### src/hw/asp_pkg.sv
// Shared constants and types for the async serial port
package asp_pkg;
  // Register byte offsets
  localparam logic [11:0] DATA_OFF = 12'h000;
  localparam logic [11:0] RSR_OFF  = 12'h004;
  localparam logic [11:0] FLAG_OFF = 12'h018;
  localparam logic [11:0] IBRD_OFF = 12'h024;
  localparam logic [11:0] FBRD_OFF = 12'h028;
  localparam logic [11:0] LCRH_OFF = 12'h02c;
  localparam logic [11:0] CTL_OFF  = 12'h030;
  localparam logic [11:0] IFLS_OFF = 12'h034;
  localparam logic [11:0] IM_OFF   = 12'h038;
  localparam logic [11:0] RIS_OFF  = 12'h03c;
  localparam logic [11:0] MIS_OFF  = 12'h040;
  localparam logic [11:0] ICR_OFF  = 12'h044;
  // Line control fields
  localparam int LC_PEN  = 1;
  localparam int LC_EVEN = 2;
  localparam int LC_STP2 = 3;
  localparam int LC_FEN  = 4;
  localparam int LC_WLEN = 5;
  // Control fields and the control and level-select reset values
  localparam int CT_PORT = 0;
  localparam int CT_SIR  = 1;
  localparam int CT_SIRLP = 2;
  localparam int CT_LOOP = 7;
  localparam int CT_TXE  = 8;
  localparam int CT_RXE  = 9;
  localparam logic [9:0] CTL_RST  = 10'h300;
  localparam logic [5:0] IFLS_RST = 6'h12;
  // Event bit positions in raw, mask, masked and clear registers
  localparam int EV_RX = 4;
  localparam int EV_TX = 5;
  localparam int EV_RT = 6;
  localparam int EV_FE = 7;
  localparam int EV_PE = 8;
  localparam int EV_BE = 9;
  localparam int EV_OE = 10;
  // Flag register bit positions
  localparam int FL_BUSY = 3;
  // Timing counts in oversample ticks
  localparam logic [3:0] MID_TICK  = 4'h7;
  localparam logic [3:0] LAST_TICK = 4'hf;
  localparam logic [3:0] SIR_TICKS = 4'h3;
  localparam logic [3:0] SIR_HOLD  = 4'hc;
  localparam logic [9:0] RT_TICKS  = 10'h200;
  // Low-power infrared tick: nominal rate and divider from the 200 MHz clock
  localparam int CLK_HZ = 200_000_000;
  localparam int LP_HZ  = 1_843_200;
  localparam logic [15:0] LP_DIV = 16'(CLK_HZ / LP_HZ);
  localparam logic [1:0] LP_PULSE = 2'h3;
  // Serial state machine, Gray coded along the frame
  typedef enum logic [2:0] {
    ST_IDLE  = 3'b000,
    ST_START = 3'b001,
    ST_DATA  = 3'b011,
    ST_PAR   = 3'b010,
    ST_STOP  = 3'b110
  } asp_state_e;
endpackage

### src/hw/asp_top.sv
// Async serial port with infrared coding, FIFOs and APB registers
`timescale 1ns/1ps
module asp_top (
  // Clock and reset
  input  wire logic        pclk,
  input  wire logic        presetn,
  // APB slave
  input  wire logic [11:0] paddr,
  input  wire logic        psel,
  input  wire logic        penable,
  input  wire logic        pwrite,
  input  wire logic [31:0] pwdata,
  output logic      [31:0] prdata,
  output logic             pready,
  output logic             pslverr,
  // Serial line
  input  wire logic        serial_in,
  output logic             serial_out,
  // Interrupt request
  output logic             irq
);
  // Transmit parity bit for the configured length
  function automatic logic par_bit(input logic [7:0] d, input logic [1:0] wl,
                                   input logic even);
    par_bit = (^(d & (8'hff >> (2'h3 - wl)))) ^ ~even;
  endfunction

  // FIFO level that a threshold code stands for
  function automatic logic [4:0] level_of(input logic [2:0] sel);
    case (sel)
      3'h0:    level_of = 5'h02;
      3'h1:    level_of = 5'h04;
      3'h3:    level_of = 5'h0c;
      3'h4:    level_of = 5'h0e;
      default: level_of = 5'h08;
    endcase
  endfunction

  logic [15:0] ibrd_q;
  logic [5:0]  fbrd_q;
  logic [29:0] cfg_q;
  logic [9:0]  ctl_q;
  logic [5:0]  ifls_q;
  logic [10:0] im_q, ris_q;
  logic [3:0]  rsr_q;
  logic        rx_seen_q;
  logic        tick, lp_tick;
  logic [7:0]  tx_rdata;
  logic [11:0] rx_rdata;
  logic        tx_empty, tx_full, rx_empty, rx_full;
  logic [4:0]  tx_count, rx_count;
  asp_pkg::asp_state_e tx_st_q, rx_st_q;
  logic [3:0]  tx_sub_q, rx_sub_q, sir_hold_q;
  logic [2:0]  tx_bits_q, rx_bits_q;
  logic [7:0]  tx_sh_q, rx_sh_q;
  logic        tx_bit_q, tx_par_q, tx_stop2_q;
  logic [1:0]  lp_cnt_q;
  logic        in_s1_q, in_s2_q, rx_prev_q, rx_pbit_q, oe_pend_q;
  logic [9:0]  rt_cnt_q;

  // Bus decode
  wire setup     = psel && !penable;
  wire acc       = psel && penable && pready;
  wire wr        = acc && pwrite;
  wire sel_data  = paddr == asp_pkg::DATA_OFF;
  wire sel_rsr   = paddr == asp_pkg::RSR_OFF;
  wire sel_flag  = paddr == asp_pkg::FLAG_OFF;
  wire sel_ibrd  = paddr == asp_pkg::IBRD_OFF;
  wire sel_fbrd  = paddr == asp_pkg::FBRD_OFF;
  wire sel_lcrh  = paddr == asp_pkg::LCRH_OFF;
  wire sel_ctl   = paddr == asp_pkg::CTL_OFF;
  wire sel_ifls  = paddr == asp_pkg::IFLS_OFF;
  wire sel_im    = paddr == asp_pkg::IM_OFF;
  wire sel_ris   = paddr == asp_pkg::RIS_OFF;
  wire sel_mis   = paddr == asp_pkg::MIS_OFF;
  wire sel_icr   = paddr == asp_pkg::ICR_OFF;
  wire hit = sel_data | sel_rsr | sel_flag | sel_ibrd | sel_fbrd | sel_lcrh
           | sel_ctl | sel_ifls | sel_im | sel_ris | sel_mis | sel_icr;

  // Live settings from the shadow word and control
  wire [15:0] cfg_int  = cfg_q[29:14];
  wire [5:0]  cfg_frac = cfg_q[13:8];
  wire [7:0]  lcrh     = cfg_q[7:0];
  wire [1:0]  wlen     = lcrh[asp_pkg::LC_WLEN +: 2];
  wire [2:0]  last_idx = {1'b0, wlen} + 3'h4;
  wire        pen      = lcrh[asp_pkg::LC_PEN];
  wire        fifo_on  = lcrh[asp_pkg::LC_FEN];
  wire        port_on  = ctl_q[asp_pkg::CT_PORT];
  wire        sir_on   = ctl_q[asp_pkg::CT_SIR];
  wire        loop_on  = ctl_q[asp_pkg::CT_LOOP];
  wire        busy     = !tx_empty || tx_st_q != asp_pkg::ST_IDLE;

  // Oversample tick and the slow low-power infrared tick
  asp_baud u_baud (
    .pclk     (pclk),
    .presetn  (presetn),
    .div_int  (cfg_int),
    .div_frac (cfg_frac),
    .tick     (tick)
  );
  asp_baud u_lp (
    .pclk     (pclk),
    .presetn  (presetn),
    .div_int  (asp_pkg::LP_DIV),
    .div_frac (6'h00),
    .tick     (lp_tick)
  );

  // Transmit side: frame starts only from idle, so disable finishes it
  wire tx_load = tx_st_q == asp_pkg::ST_IDLE && port_on && !tx_empty
              && ctl_q[asp_pkg::CT_TXE];
  wire tx_push = wr && sel_data;
  wire tx_end  = tick && tx_sub_q == asp_pkg::LAST_TICK
              && tx_st_q != asp_pkg::ST_IDLE;
  wire sir_pulse = !tx_bit_q && tx_st_q != asp_pkg::ST_IDLE
                && (ctl_q[asp_pkg::CT_SIRLP] ? lp_cnt_q != asp_pkg::LP_PULSE
                                             : tx_sub_q < asp_pkg::SIR_TICKS);

  asp_fifo #(.W(8)) u_txf (
    .pclk    (pclk),
    .presetn (presetn),
    .deep    (fifo_on),
    .push    (tx_push),
    .wdata   (pwdata[7:0]),
    .pop     (tx_load),
    .rdata   (tx_rdata),
    .empty   (tx_empty),
    .full    (tx_full),
    .count   (tx_count)
  );

  // Transmit shifter, one bit per sixteen ticks
  always_ff @(posedge pclk or negedge presetn) begin
    if (!presetn) begin
      tx_st_q    <= asp_pkg::ST_IDLE;
      tx_sub_q   <= 4'h0;
      tx_bits_q  <= 3'h0;
      tx_sh_q    <= 8'h00;
      tx_bit_q   <= 1'b1;
      tx_par_q   <= 1'b0;
      tx_stop2_q <= 1'b0;
    end else if (tx_load) begin
      tx_st_q  <= asp_pkg::ST_START;
      tx_sub_q <= 4'h0;
      tx_sh_q  <= tx_rdata;
      tx_bit_q <= 1'b0;
      tx_par_q <= par_bit(tx_rdata, wlen, lcrh[asp_pkg::LC_EVEN]);
    end else if (tick && tx_st_q != asp_pkg::ST_IDLE) begin
      tx_sub_q <= tx_sub_q + 4'h1;
      if (tx_end) begin
        case (tx_st_q)
          asp_pkg::ST_START: begin
            tx_st_q   <= asp_pkg::ST_DATA;
            tx_bits_q <= 3'h0;
            tx_bit_q  <= tx_sh_q[0];
            tx_sh_q   <= tx_sh_q >> 1;
          end
          asp_pkg::ST_DATA: begin
            if (tx_bits_q == last_idx) begin
              tx_st_q    <= pen ? asp_pkg::ST_PAR : asp_pkg::ST_STOP;
              tx_bit_q   <= pen ? tx_par_q : 1'b1;
              tx_stop2_q <= lcrh[asp_pkg::LC_STP2];
            end else begin
              tx_bits_q <= tx_bits_q + 3'h1;
              tx_bit_q  <= tx_sh_q[0];
              tx_sh_q   <= tx_sh_q >> 1;
            end
          end
          asp_pkg::ST_PAR: begin
            tx_st_q  <= asp_pkg::ST_STOP;
            tx_bit_q <= 1'b1;
          end
          default: begin
            tx_stop2_q <= 1'b0;
            if (!tx_stop2_q) begin
              tx_st_q <= asp_pkg::ST_IDLE;
            end
          end
        endcase
      end
    end
  end

  // Line driver; low-power pulse counts slow ticks from each bit edge
  always_ff @(posedge pclk or negedge presetn) begin
    if (!presetn) begin
      lp_cnt_q   <= 2'h0;
      serial_out <= 1'b1;
    end else begin
      if (tx_load || tx_end) begin
        lp_cnt_q <= 2'h0;
      end else if (lp_tick && lp_cnt_q != asp_pkg::LP_PULSE) begin
        lp_cnt_q <= lp_cnt_q + 2'h1;
      end
      serial_out <= sir_on ? sir_pulse : tx_bit_q;
    end
  end

  // Receive input: synchronise, loop back, then infrared decode
  wire rx_line = loop_on ? (sir_on ? ~serial_out : serial_out) : in_s2_q;
  wire rx_dec  = sir_on ? (rx_line && sir_hold_q == 4'h0) : rx_line;
  wire rx_allow = port_on && ctl_q[asp_pkg::CT_RXE] && !(sir_on && busy);
  wire rx_tick  = tick && rx_st_q != asp_pkg::ST_IDLE;
  wire rx_end   = rx_tick && rx_sub_q == asp_pkg::LAST_TICK;
  wire rx_push  = rx_end && rx_st_q == asp_pkg::ST_STOP;
  wire [7:0] rx_data = rx_sh_q >> (2'h3 - wlen);
  wire rx_fe = !rx_dec;
  wire rx_pe = pen && rx_pbit_q != par_bit(rx_data, wlen, lcrh[asp_pkg::LC_EVEN]);
  wire rx_be = rx_data == 8'h00 && !rx_dec && !(pen && rx_pbit_q);
  wire overrun = rx_push && rx_full;
  wire rx_pop  = acc && !pwrite && sel_data && rx_seen_q;
  wire [11:0] rx_wdata = {oe_pend_q, rx_be, rx_pe, rx_fe, rx_data};

  asp_fifo #(.W(12)) u_rxf (
    .pclk    (pclk),
    .presetn (presetn),
    .deep    (fifo_on),
    .push    (rx_push),
    .wdata   (rx_wdata),
    .pop     (rx_pop),
    .rdata   (rx_rdata),
    .empty   (rx_empty),
    .full    (rx_full),
    .count   (rx_count)
  );

  // Input synchroniser and infrared pulse stretcher
  always_ff @(posedge pclk or negedge presetn) begin
    if (!presetn) begin
      in_s1_q    <= 1'b1;
      in_s2_q    <= 1'b1;
      rx_prev_q  <= 1'b1;
      sir_hold_q <= 4'h0;
    end else begin
      in_s1_q   <= serial_in;
      in_s2_q   <= in_s1_q;
      rx_prev_q <= rx_dec;
      if (!rx_line) begin
        sir_hold_q <= asp_pkg::SIR_HOLD;
      end else if (tick && sir_hold_q != 4'h0) begin
        sir_hold_q <= sir_hold_q - 4'h1;
      end
    end
  end

  // Receive sampler
  always_ff @(posedge pclk or negedge presetn) begin
    if (!presetn) begin
      rx_st_q   <= asp_pkg::ST_IDLE;
      rx_sub_q  <= 4'h0;
      rx_bits_q <= 3'h0;
      rx_sh_q   <= 8'h00;
      rx_pbit_q <= 1'b0;
      oe_pend_q <= 1'b0;
    end else begin
      if (rx_tick) begin
        rx_sub_q <= rx_sub_q + 4'h1;
      end
      case (rx_st_q)
        asp_pkg::ST_IDLE: begin
          if (rx_prev_q && !rx_dec && rx_allow) begin
            rx_st_q  <= asp_pkg::ST_START;
            rx_sub_q <= 4'h0;
          end
        end
        asp_pkg::ST_START: begin
          if (rx_tick && rx_sub_q == asp_pkg::MID_TICK) begin
            rx_sub_q  <= 4'h0;
            rx_bits_q <= 3'h0;
            rx_st_q   <= rx_dec ? asp_pkg::ST_IDLE : asp_pkg::ST_DATA;
          end
        end
        asp_pkg::ST_DATA: begin
          if (rx_end) begin
            rx_sh_q   <= {rx_dec, rx_sh_q[7:1]};
            rx_bits_q <= rx_bits_q + 3'h1;
            if (rx_bits_q == last_idx) begin
              rx_st_q <= pen ? asp_pkg::ST_PAR : asp_pkg::ST_STOP;
            end
          end
        end
        asp_pkg::ST_PAR: begin
          if (rx_end) begin
            rx_pbit_q <= rx_dec;
            rx_st_q   <= asp_pkg::ST_STOP;
          end
        end
        default: begin
          if (rx_end) begin
            rx_st_q <= asp_pkg::ST_IDLE;
          end
        end
      endcase
      if (overrun) begin
        oe_pend_q <= 1'b1;
      end else if (rx_push) begin
        oe_pend_q <= 1'b0;
      end
    end
  end

  // Timeout counts idle ticks while data waits, saturating at its limit
  wire rt_run = !rx_empty && rx_st_q == asp_pkg::ST_IDLE && !rx_pop;
  wire rt_set = tick && rt_run && rt_cnt_q == asp_pkg::RT_TICKS - 10'h001;
  always_ff @(posedge pclk or negedge presetn) begin
    if (!presetn) begin
      rt_cnt_q <= 10'h000;
    end else if (!rt_run) begin
      rt_cnt_q <= 10'h000;
    end else if (tick && rt_cnt_q != asp_pkg::RT_TICKS) begin
      rt_cnt_q <= rt_cnt_q + 10'h001;
    end
  end

  // Event sets win over clears from software or from draining the FIFO
  wire tx_lvl = fifo_on ? tx_count <= level_of(ifls_q[2:0]) : tx_empty;
  wire rx_lvl = fifo_on ? rx_count >= level_of(ifls_q[5:3]) : !rx_empty;
  wire [10:0] ev_set = {overrun, rx_push & rx_be, rx_push & rx_pe,
                        rx_push & rx_fe, rt_set, tx_lvl, rx_lvl, 4'h0};
  wire [10:0] ev_clr = (wr && sel_icr ? pwdata[10:0] : 11'h000)
                     | {4'h0, rx_pop && rx_count == 5'h01, 6'h00};
  wire [10:0] mis = ris_q & im_q;

  // Read data selection
  wire [7:0] flags = {tx_empty, rx_full, tx_full, rx_empty, busy, 3'h0};
  wire [31:0] rd_mux =
      sel_data ? {20'h00000, rx_rdata} :
      sel_rsr  ? {28'h0000000, rsr_q} :
      sel_flag ? {24'h000000, flags} :
      sel_ibrd ? {16'h0000, ibrd_q} :
      sel_fbrd ? {26'h0000000, fbrd_q} :
      sel_lcrh ? {24'h000000, lcrh} :
      sel_ctl  ? {22'h000000, ctl_q} :
      sel_ifls ? {26'h0000000, ifls_q} :
      sel_im   ? {21'h000000, im_q} :
      sel_ris  ? {21'h000000, ris_q} :
      sel_mis  ? {21'h000000, mis} : 32'h00000000;

  // Register writes; divisors reach the generator only with line control
  always_ff @(posedge pclk or negedge presetn) begin
    if (!presetn) begin
      ibrd_q <= 16'h0000;
      fbrd_q <= 6'h00;
      cfg_q  <= 30'h00000000;
      ctl_q  <= asp_pkg::CTL_RST;
      ifls_q <= asp_pkg::IFLS_RST;
      im_q   <= 11'h000;
      ris_q  <= 11'h000;
      rsr_q  <= 4'h0;
    end else begin
      if (wr && sel_ibrd) ibrd_q <= pwdata[15:0];
      if (wr && sel_fbrd) fbrd_q <= pwdata[5:0];
      if (wr && sel_lcrh) cfg_q <= {ibrd_q, fbrd_q, pwdata[7:0]};
      if (wr && sel_ctl) ctl_q <= pwdata[9:0];
      if (wr && sel_ifls) ifls_q <= pwdata[5:0];
      if (wr && sel_im) im_q <= pwdata[10:0];
      ris_q <= (ris_q & ~ev_clr) | ev_set;
      if (wr && sel_rsr) begin
        rsr_q <= {overrun, 3'h0};
      end else begin
        if (rx_pop) rsr_q[2:0] <= rx_rdata[10:8];
        if (overrun) rsr_q[3] <= 1'b1;
      end
    end
  end

  // Bus answer: data ready one cycle after setup, no wait states
  always_ff @(posedge pclk or negedge presetn) begin
    if (!presetn) begin
      prdata    <= 32'h00000000;
      pready    <= 1'b0;
      pslverr   <= 1'b0;
      rx_seen_q <= 1'b0;
      irq       <= 1'b0;
    end else begin
      pready    <= setup;
      pslverr   <= setup && !hit;
      rx_seen_q <= setup && !rx_empty;
      if (setup && !pwrite) prdata <= rd_mux;
      irq <= |mis;
    end
  end
endmodule

### src/hw/asp_baud.sv
// Fractional tick generator
`timescale 1ns/1ps
module asp_baud (
  // Clock and reset
  input  wire logic        pclk,
  input  wire logic        presetn,
  // Divisor
  input  wire logic [15:0] div_int,
  input  wire logic [5:0]  div_frac,
  // Tick pulse
  output logic             tick
);
  logic [15:0] cnt_q;
  logic [5:0]  acc_q;
  logic        extra_q;

  // Carry of the sixty-fourths stretches the next period by one clock
  wire [6:0]  acc_sum = {1'b0, acc_q} + {1'b0, div_frac};
  wire [16:0] limit   = {1'b0, div_int} + {16'h0000, extra_q} - 17'h00001;
  wire        at_end  = {1'b0, cnt_q} >= limit;
  wire        run     = div_int != 16'h0000;

  // A zero divisor stops the ticks rather than running at clock rate
  always_ff @(posedge pclk or negedge presetn) begin
    if (!presetn) begin
      cnt_q   <= 16'h0000;
      acc_q   <= 6'h00;
      extra_q <= 1'b0;
      tick    <= 1'b0;
    end else if (!run) begin
      cnt_q <= 16'h0000;
      tick  <= 1'b0;
    end else if (at_end) begin
      cnt_q   <= 16'h0000;
      acc_q   <= acc_sum[5:0];
      extra_q <= acc_sum[6];
      tick    <= 1'b1;
    end else begin
      cnt_q <= cnt_q + 16'h0001;
      tick  <= 1'b0;
    end
  end
endmodule

### src/hw/asp_fifo.sv
// Sixteen-entry FIFO with a single-entry mode and registered head
`timescale 1ns/1ps
module asp_fifo #(
  parameter int W = 8
) (
  // Clock and reset
  input  wire logic         pclk,
  input  wire logic         presetn,
  // Mode: full depth or one entry
  input  wire logic         deep,
  // Fill side
  input  wire logic         push,
  input  wire logic [W-1:0] wdata,
  // Drain side
  input  wire logic         pop,
  output logic      [W-1:0] rdata,
  // Status
  output logic              empty,
  output logic              full,
  output logic      [4:0]   count
);
  logic [W-1:0] mem [16];
  logic [3:0]   wptr_q;
  logic [3:0]   rptr_q;

  wire       do_push = push && !full;
  wire       do_pop  = pop && !empty;
  wire [3:0] rptr_d  = rptr_q + {3'h0, do_pop};

  // Single-entry mode behaves as a plain holding register
  assign empty = count == 5'h00;
  assign full  = deep ? (count == 5'h10) : (count != 5'h00);

  // Storage has no reset; only pointers, count and head carry state
  always_ff @(posedge pclk) begin
    if (do_push) begin
      mem[wptr_q] <= wdata;
    end
  end

  // Head register bypasses a write into the slot about to be read
  always_ff @(posedge pclk or negedge presetn) begin
    if (!presetn) begin
      wptr_q <= 4'h0;
      rptr_q <= 4'h0;
      count  <= 5'h00;
      rdata  <= '0;
    end else begin
      wptr_q <= wptr_q + {3'h0, do_push};
      rptr_q <= rptr_d;
      count  <= count + {4'h0, do_push} - {4'h0, do_pop};
      rdata  <= (do_push && wptr_q == rptr_d) ? wdata : mem[rptr_d];
    end
  end
endmodule

### config.mk
export PLATFORM = sky130hd
export DESIGN_NAME = asp_top
export DESIGN_NICKNAME = d
export VERILOG_FILES = /design/src/hw/asp_pkg.sv /design/src/hw/asp_top.sv /design/src/hw/asp_baud.sv /design/src/hw/asp_fifo.sv
export SDC_FILE = /design/constraint.sdc
export NUM_CORES = 1
export LEC_CHECK = 0
export BUFFER_PORTS_ARGS = -buffer_cell sky130_fd_sc_hd__clkbuf_2
export CAP_MARGIN = 25
export CORE_MARGIN = 5
export CORE_UTILIZATION = 43
export DETAILED_ROUTE_END_ITERATION = 8
export GPL_TIMING_DRIVEN = 0
export PLACE_DENSITY_LB_ADDON = 0.2
export SYNTH_ARGS = -nofsm -noshare
export SYNTH_HDL_FRONTEND = slang
export SYNTH_SLANG_ARGS = --single-unit
### constraint.sdc
create_clock -name pclk -period 9.9 [get_ports pclk]
set_clock_uncertainty 0.15 [all_clocks]
set_input_delay 1.485 -clock pclk [delete_from_list [all_inputs] [get_ports pclk]]
set_output_delay 1.485 -clock pclk [all_outputs]
set_load 0.02 [all_outputs]
Word level (Yosys, flattened, before mapping)
Memories as Yosys holds them, arrays and structs flattened. A register that Yosys moved wholly into a read port is not among the register bits.
Index checks and enable logic that the tools add are counted.
{ "word_totals": {"reg_bits": 258, "wordCells": 345, "out_inout_bits": 36, "memories": 2, "inputBits": 50, "mem_bits_rw": 320} }
{ "mem_list": {"columns": ["name", "depth", "width", "rd", "rd_clocked_by_memory_dff", "write_ports", "line", "text"], "rows": [
  ["u_rxf.mem", 16, 12, 1, 1, 1, "asp_fifo.sv:22", "logic [W-1:0] mem [16];"],
  ["u_txf.mem", 16, 8, 1, 1, 1, "asp_fifo.sv:22", null]
]} }
{ "classes": {"n_reduce_logical": 110, "order_cmp": 5, "n_shift": 2, "n_addsub": 22, "eq_ne": 48, "muxes": 83, "n_bitwise": 27} }
{ "op_table": {"columns": ["operator", "n"], "rows": [
  ["$mux W16", 7],
  ["$mux W11", 8],
  ["$eq A12 B6 Y1 const B", 7],
  ["$logic_and A1 B1 Y1", 54],
  ["$mux W3", 16],
  ["$add A16 B1 Y16 const B", 2],
  ["$mux W4", 8],
  ["$mux W8", 4],
  ["$pmux W4 S4", 2],
  ["$mux W1", 25],
  ["$eq A12 B7 Y1 const B", 2],
  ["$and A11 B11 Y11", 2],
  ["$mux W10", 2],
  ["$eq A3 B2 Y1 const B", 6],
  ["$add A16 B1 Y17", 1],
  ["$ge A16 B17 Y1", 1],
  ["$sub A17 B1 Y17 const B", 1],
  ["$add A4 B1 Y4", 4],
  ["$and A8 B8 Y8", 2],
  ["$ge A16 B7 Y1 const B", 1],
  ["$ne A2 B2 Y1 const B", 8],
  ["$pmux W8 S2", 1],
  ["$reduce_bool A16 Y1", 1],
  ["$reduce_bool A2 Y1", 8],
  ["other kinds (62)", 124]
]} }

Logic depth before layout (Yosys ltp)
{ "depth": {"depth_word": 14, "mapped_depth": 16} }

By module
A second synthesis with hierarchy kept.
{ "hier_totals": {"cells_unflattened": 2579, "hier_area_um2": 29565.9} }
{ "modules_own_cells": {"columns": ["module", "n_inst", "area_each_um2", "cells_each"], "rows": [
  ["asp_top", 1, 9579.2, 907],
  ["asp_fifo at u_rxf", 1, 9500.4, 738],
  ["asp_fifo at u_txf", 1, 6551.3, 505],
  ["asp_baud at u_baud", 1, 2031.9, 225],
  ["asp_baud at u_lp", 1, 1903.1, 204]
]} }

Least setup slack after synthesis
OpenSTA, ideal clock, no wires.
{ "synth_timing": {"path_type": "input to register", "startpoint": "input paddr[1]", "endpoint": "register u_rxf.rdata[2], read port of u_rxf.mem", "t_arrival_ns": 5.010, "n_path_buf": 4, "setup_time_ns": 0.135, "path_stages": 13, "required_time_ns": 9.615, "path_slack_ns": 4.605, "cell_sequence": "buf_2 nor4_4 nand4_2 nor4_2 nor2b_1 ha_1 clkbuf_1 buf_2 buf_2 mux4_2 mux4_2 nand2_1 o21ai_0"} }
{ "synth_between": {"elab_chain_cells": 5} }
{ "synth_rtl": {"columns": ["item", "line", "text"], "rows": [
  ["from (decl)", "asp_top.sv:8", "input wire logic [11:0] paddr,"],
  ["$logic_not A12 Y1", "asp_top.sv:65", "wire sel_data = paddr == asp_pkg::DATA_OFF;"],
  ["$logic_and A1 B1 Y1 (2 in a row)", "asp_top.sv:211", "wire rx_pop = acc && !pwrite && sel_data && rx_seen_q;"],
  ["$logic_and A1 B1 Y1", "asp_fifo.sv:27", "wire do_pop = pop && !empty;"],
  ["$add A4 B1 Y4", "asp_fifo.sv:28", "wire [3:0] rptr_d = rptr_q + {3'h0, do_pop};"],
  ["via u_rxf.rptr_d[0]", "asp_fifo.sv:28", null],
  ["to (decl)", "asp_fifo.sv:16", "output logic [W-1:0] rdata,"]
]} }
The timed path passes the listed nets, and every way through them passes these cells.
A chain may end at the register's enable or synchronous reset.

Worst setup path after layout
Same ends and word-level chain as after synthesis.

==> summary.txt <==
Crit-path cells - clkbuf_2 -> buf_2 -> nor4_4 -> nand4_2 -> nor4_2 -> nor2b_1 -> ha_1 -> ha_1 -> buf_1 -> clkbuf_1 -> mux4_2 -> mux4_2 -> nand2_1 -> o21ai_0
Post-synthesis register bit count - 582
Seq pwr share - 48.7%
Biggest area consumer among synthesized cells - edfxtp_1
Post-synth EDFFs - 320
Largest cells by area after synthesis - edfxtp_1 (37%), dfrtp_1 (24%), mux4_2 (8.2%)
Hold Fails Final Rpt - 0
Synth Area in Adders - 3.24%
Hold_buf cts - 0
FP Rows - 90
Most common flop cell mapped by yosys - edfxtp_1
IO Count - 86
Antenna Nets Post-Route - 0
Leakage - 11.3 nW
Initial DRT Pass Iterations - 5
Max-slew violation count - 0
Critical path origin - paddr[1]
Clock power frac - 44.8%
Syn avg cell area - 14.4 sq um
GPL Wtd Cong - 0.929
Critical path startpoint category - input port
Fraction of layout cells with a size suffix above 1 - 22.2%
Starting Density - 43.4%
Layout area overhead - 14.5%
Worst Setup End Kind - flip-flop
DR iter-0 viols - 1,174
CTS Buf Count - 66
CP max stage delay - 0.80 ns
Switching share of total power - 23.1%
Synth unique cells - 76
Total track usage - 18.9%
WL/cell - 21.9 um
Setup violations, final - 0
Worst hold path class - reg -> reg
Global-route wire length before repair - 97.8 mm
Placeable core area - 60,400 sq um
H-tree levels - 3
R2R Path Start - tx_st_q[0]
Vias in the first global route - 16,300
DR vias - 15,600
Max frequency - 0.158 GHz
Critical path buffer and inverter count - 4
Cells after synthesis - 1,818
Post-layout minimum cycle time - 6.34 ns
Mux cell area share after synthesis - 14.4%
Comb pwr share - 6.5%
DRC - 0
Yosys warnings - 0
Setup WS post-layout - 3.56 ns
Nets - 2,104
Die Footprint - 65,900 sq um
Outcome - finished, final reports clean
Clock slew at reported path FFs - 0.06 ns
Slowest cell on crit path - nor4_2
PortBufs - 51
Setup TNS - 0 ns
Post-synth top cells - edfxtp_1 (320), dfrtp_1 (253), nor2_1 (141)
Number of gates resized after cts - 0
Initial antenna violation count - 4
Dpl ws - 2.98 ns
Worst-Margin Slew - 0.977 ns
Top-count cell post-synth - edfxtp_1
Xor/xnor cell area share of the yosys netlist - 3.24%
Sinks on Clock Net - 582
Yosys top cell area share - 36.7%
Largest family of logic cells by synthesized area - multiplexers
Power density over the cells - 181 nW/um^2
HPWL after detailed placement - 43.9 mm
Routed Wire Length - 61.8 mm
Post-synthesis compound-gate area fraction - 5.67%
Mapped cell area - 26,200 sq um
Via density - 5.52
Data arrival time of the critical path - 6.64 ns
Internal cell power - 4.18 mW
Worst Path Required - 10.19 ns
Number of max-cap violations - 0
Critical hold path startpoint - in_s1_q
Worst IR Drop VDD - 165 uV
RSZ-0062 raised after global routing - false
CP max FO - 10
Sequential share of the synthesized area - 61.8%
P_sw - 1.25 mW
Post-CTS Setup Inserts - 0
Max clock buf depth - 3
Max transition margin - 34.6%
Die width - 257 um
Clock root buffer master - clkbuf_16
Grt ovf - 0
Tcrit/Tclk final - 64.1%
Clock Latency Late Sink - 0.60 ns
Post-Synth Simple-Gate Area - 9.02%
Die Ht - 257 um
# diodes - 0
Delay-heaviest family, CP - simple AND/OR/NAND/NOR gates
Critical path type - in -> reg
Largest net degree at the start of global routing - 100
CTS tree - built
Async set-reset flop share out of synthesis - 45.0%
[state kept, by name (all words and copies together), names as in the netlist, 10 cells and up]
register	cells
u_txf.mem	128
cfg_q	30
u_rxf.mem	192
ibrd_q	16
ris_q	11
u_rxf.rdata	12
prdata	16
rt_cnt_q	10
ctl_q	10
u_lp.cnt_q	16
im_q	11
u_baud.cnt_q	16
[worst register-to-register path: cells and delay by family, from the launching register on]
family	cells	cell delay, ns
mux	3	1.31
fa+ha+maj	2	0.44
buf+inv	4	1.65
flops	1	0.35
simple gates	3	1.52
[logic make-up (layout without fill, tap and decap cells)]
| logic type | after synthesis | in the layout |
|---|---|---|
| buffers and inverters | 148 | 347 |
| multiplexers | 234 | 234 |
| other | 1 | 25 |
| flip-flops | 582 | 582 |
| AND/OR/NAND/NOR | 458 | 458 |
| AO/OA/AOI/OAI | 232 | 232 |
| adder cells (fa/ha/maj) | 66 | 66 |
| XOR/XNOR | 97 | 97 |
[routing by layer]
layer	track usage, %	part of all wire, %	vias to the layer above
met1	25.9	44	7973
met2	31.2	49	360
met3	3.54	5.3	104
met5	0	0.018	-
met4	5.53	2.5	2
li1	-	-	7151
[cell usage in the layout, fill, tap and decap left out, types with 19 or more instances in the layout]
| cell type | count |
|---|---|
| clkbuf_16 | 68 |
| clkbuf_2 | 50 |
| nand3_1 | 34 |
| xnor2_1 | 63 |
| nor2_1 | 141 |
| mux4_2 | 95 |
| conb_1 | 25 |
| a21o_1 | 19 |
| o21ai_0 | 64 |
| mux2i_1 | 27 |
| mux2_2 | 97 |
| nor3_1 | 30 |
| buf_4 | 39 |
| ha_1 | 63 |
| xor2_1 | 34 |
| inv_1 | 64 |
| edfxtp_1 | 320 |
| clkbuf_1 | 58 |
| a21oi_1 | 46 |
| dfrtp_1 | 253 |
| nand2_1 | 110 |
[final timing paths]
check                                   to  slack (ns)  depth (start not counted)
max                         u_rxf.rdata[2]        3.56                         14
min                                in_s2_q        0.20                          0
max reg2reg                 u_txf.rdata[2]        4.38                         12
min reg2reg                        in_s2_q        0.20                          0
max in group asynchronous          in_s2_q        7.47                          3
min in group asynchronous  u_txf.wptr_q[2]        0.81                          1
[stage by stage]
stage	cells	utilization (%)	hold WS [ns]	instance area (sq um)	power, mW
after global routing	2823	49.7	0.208	30000	5.67
after CTS	2821	49.6	0.205	30000	5.51
after floorplan	1842	-	0.195	26300	2.92
after detailed placement	2700	46.0	0.197	27800	3.06
after global placement	2675	45.6	0.197	27500	3.04
final	2823	49.7	0.205	30000	5.44
[power by group through the flow]
stage                     registers, mW  logic [mW]  clock network [mW]
after floorplan                    2.69       0.228                   0
after global placement             2.70       0.344                   0
after detailed placement           2.70       0.358                   0
after CTS                          2.65       0.361                2.50
after global routing               2.66       0.403                2.61
final                              2.65       0.353                2.44
[area by class of cell]
class                      count  area [sq um]
buffer                        83           437
clock buffer                  90          1840
clock inverter                31           327
fill                        5114         30400
inverter                      65           244
multi-input combinational   1112          9450
sequential                   582         16200
tap                          782           978
timing repair buffer          78           527
Note: power is estimated with default switching activity, not from simulation.
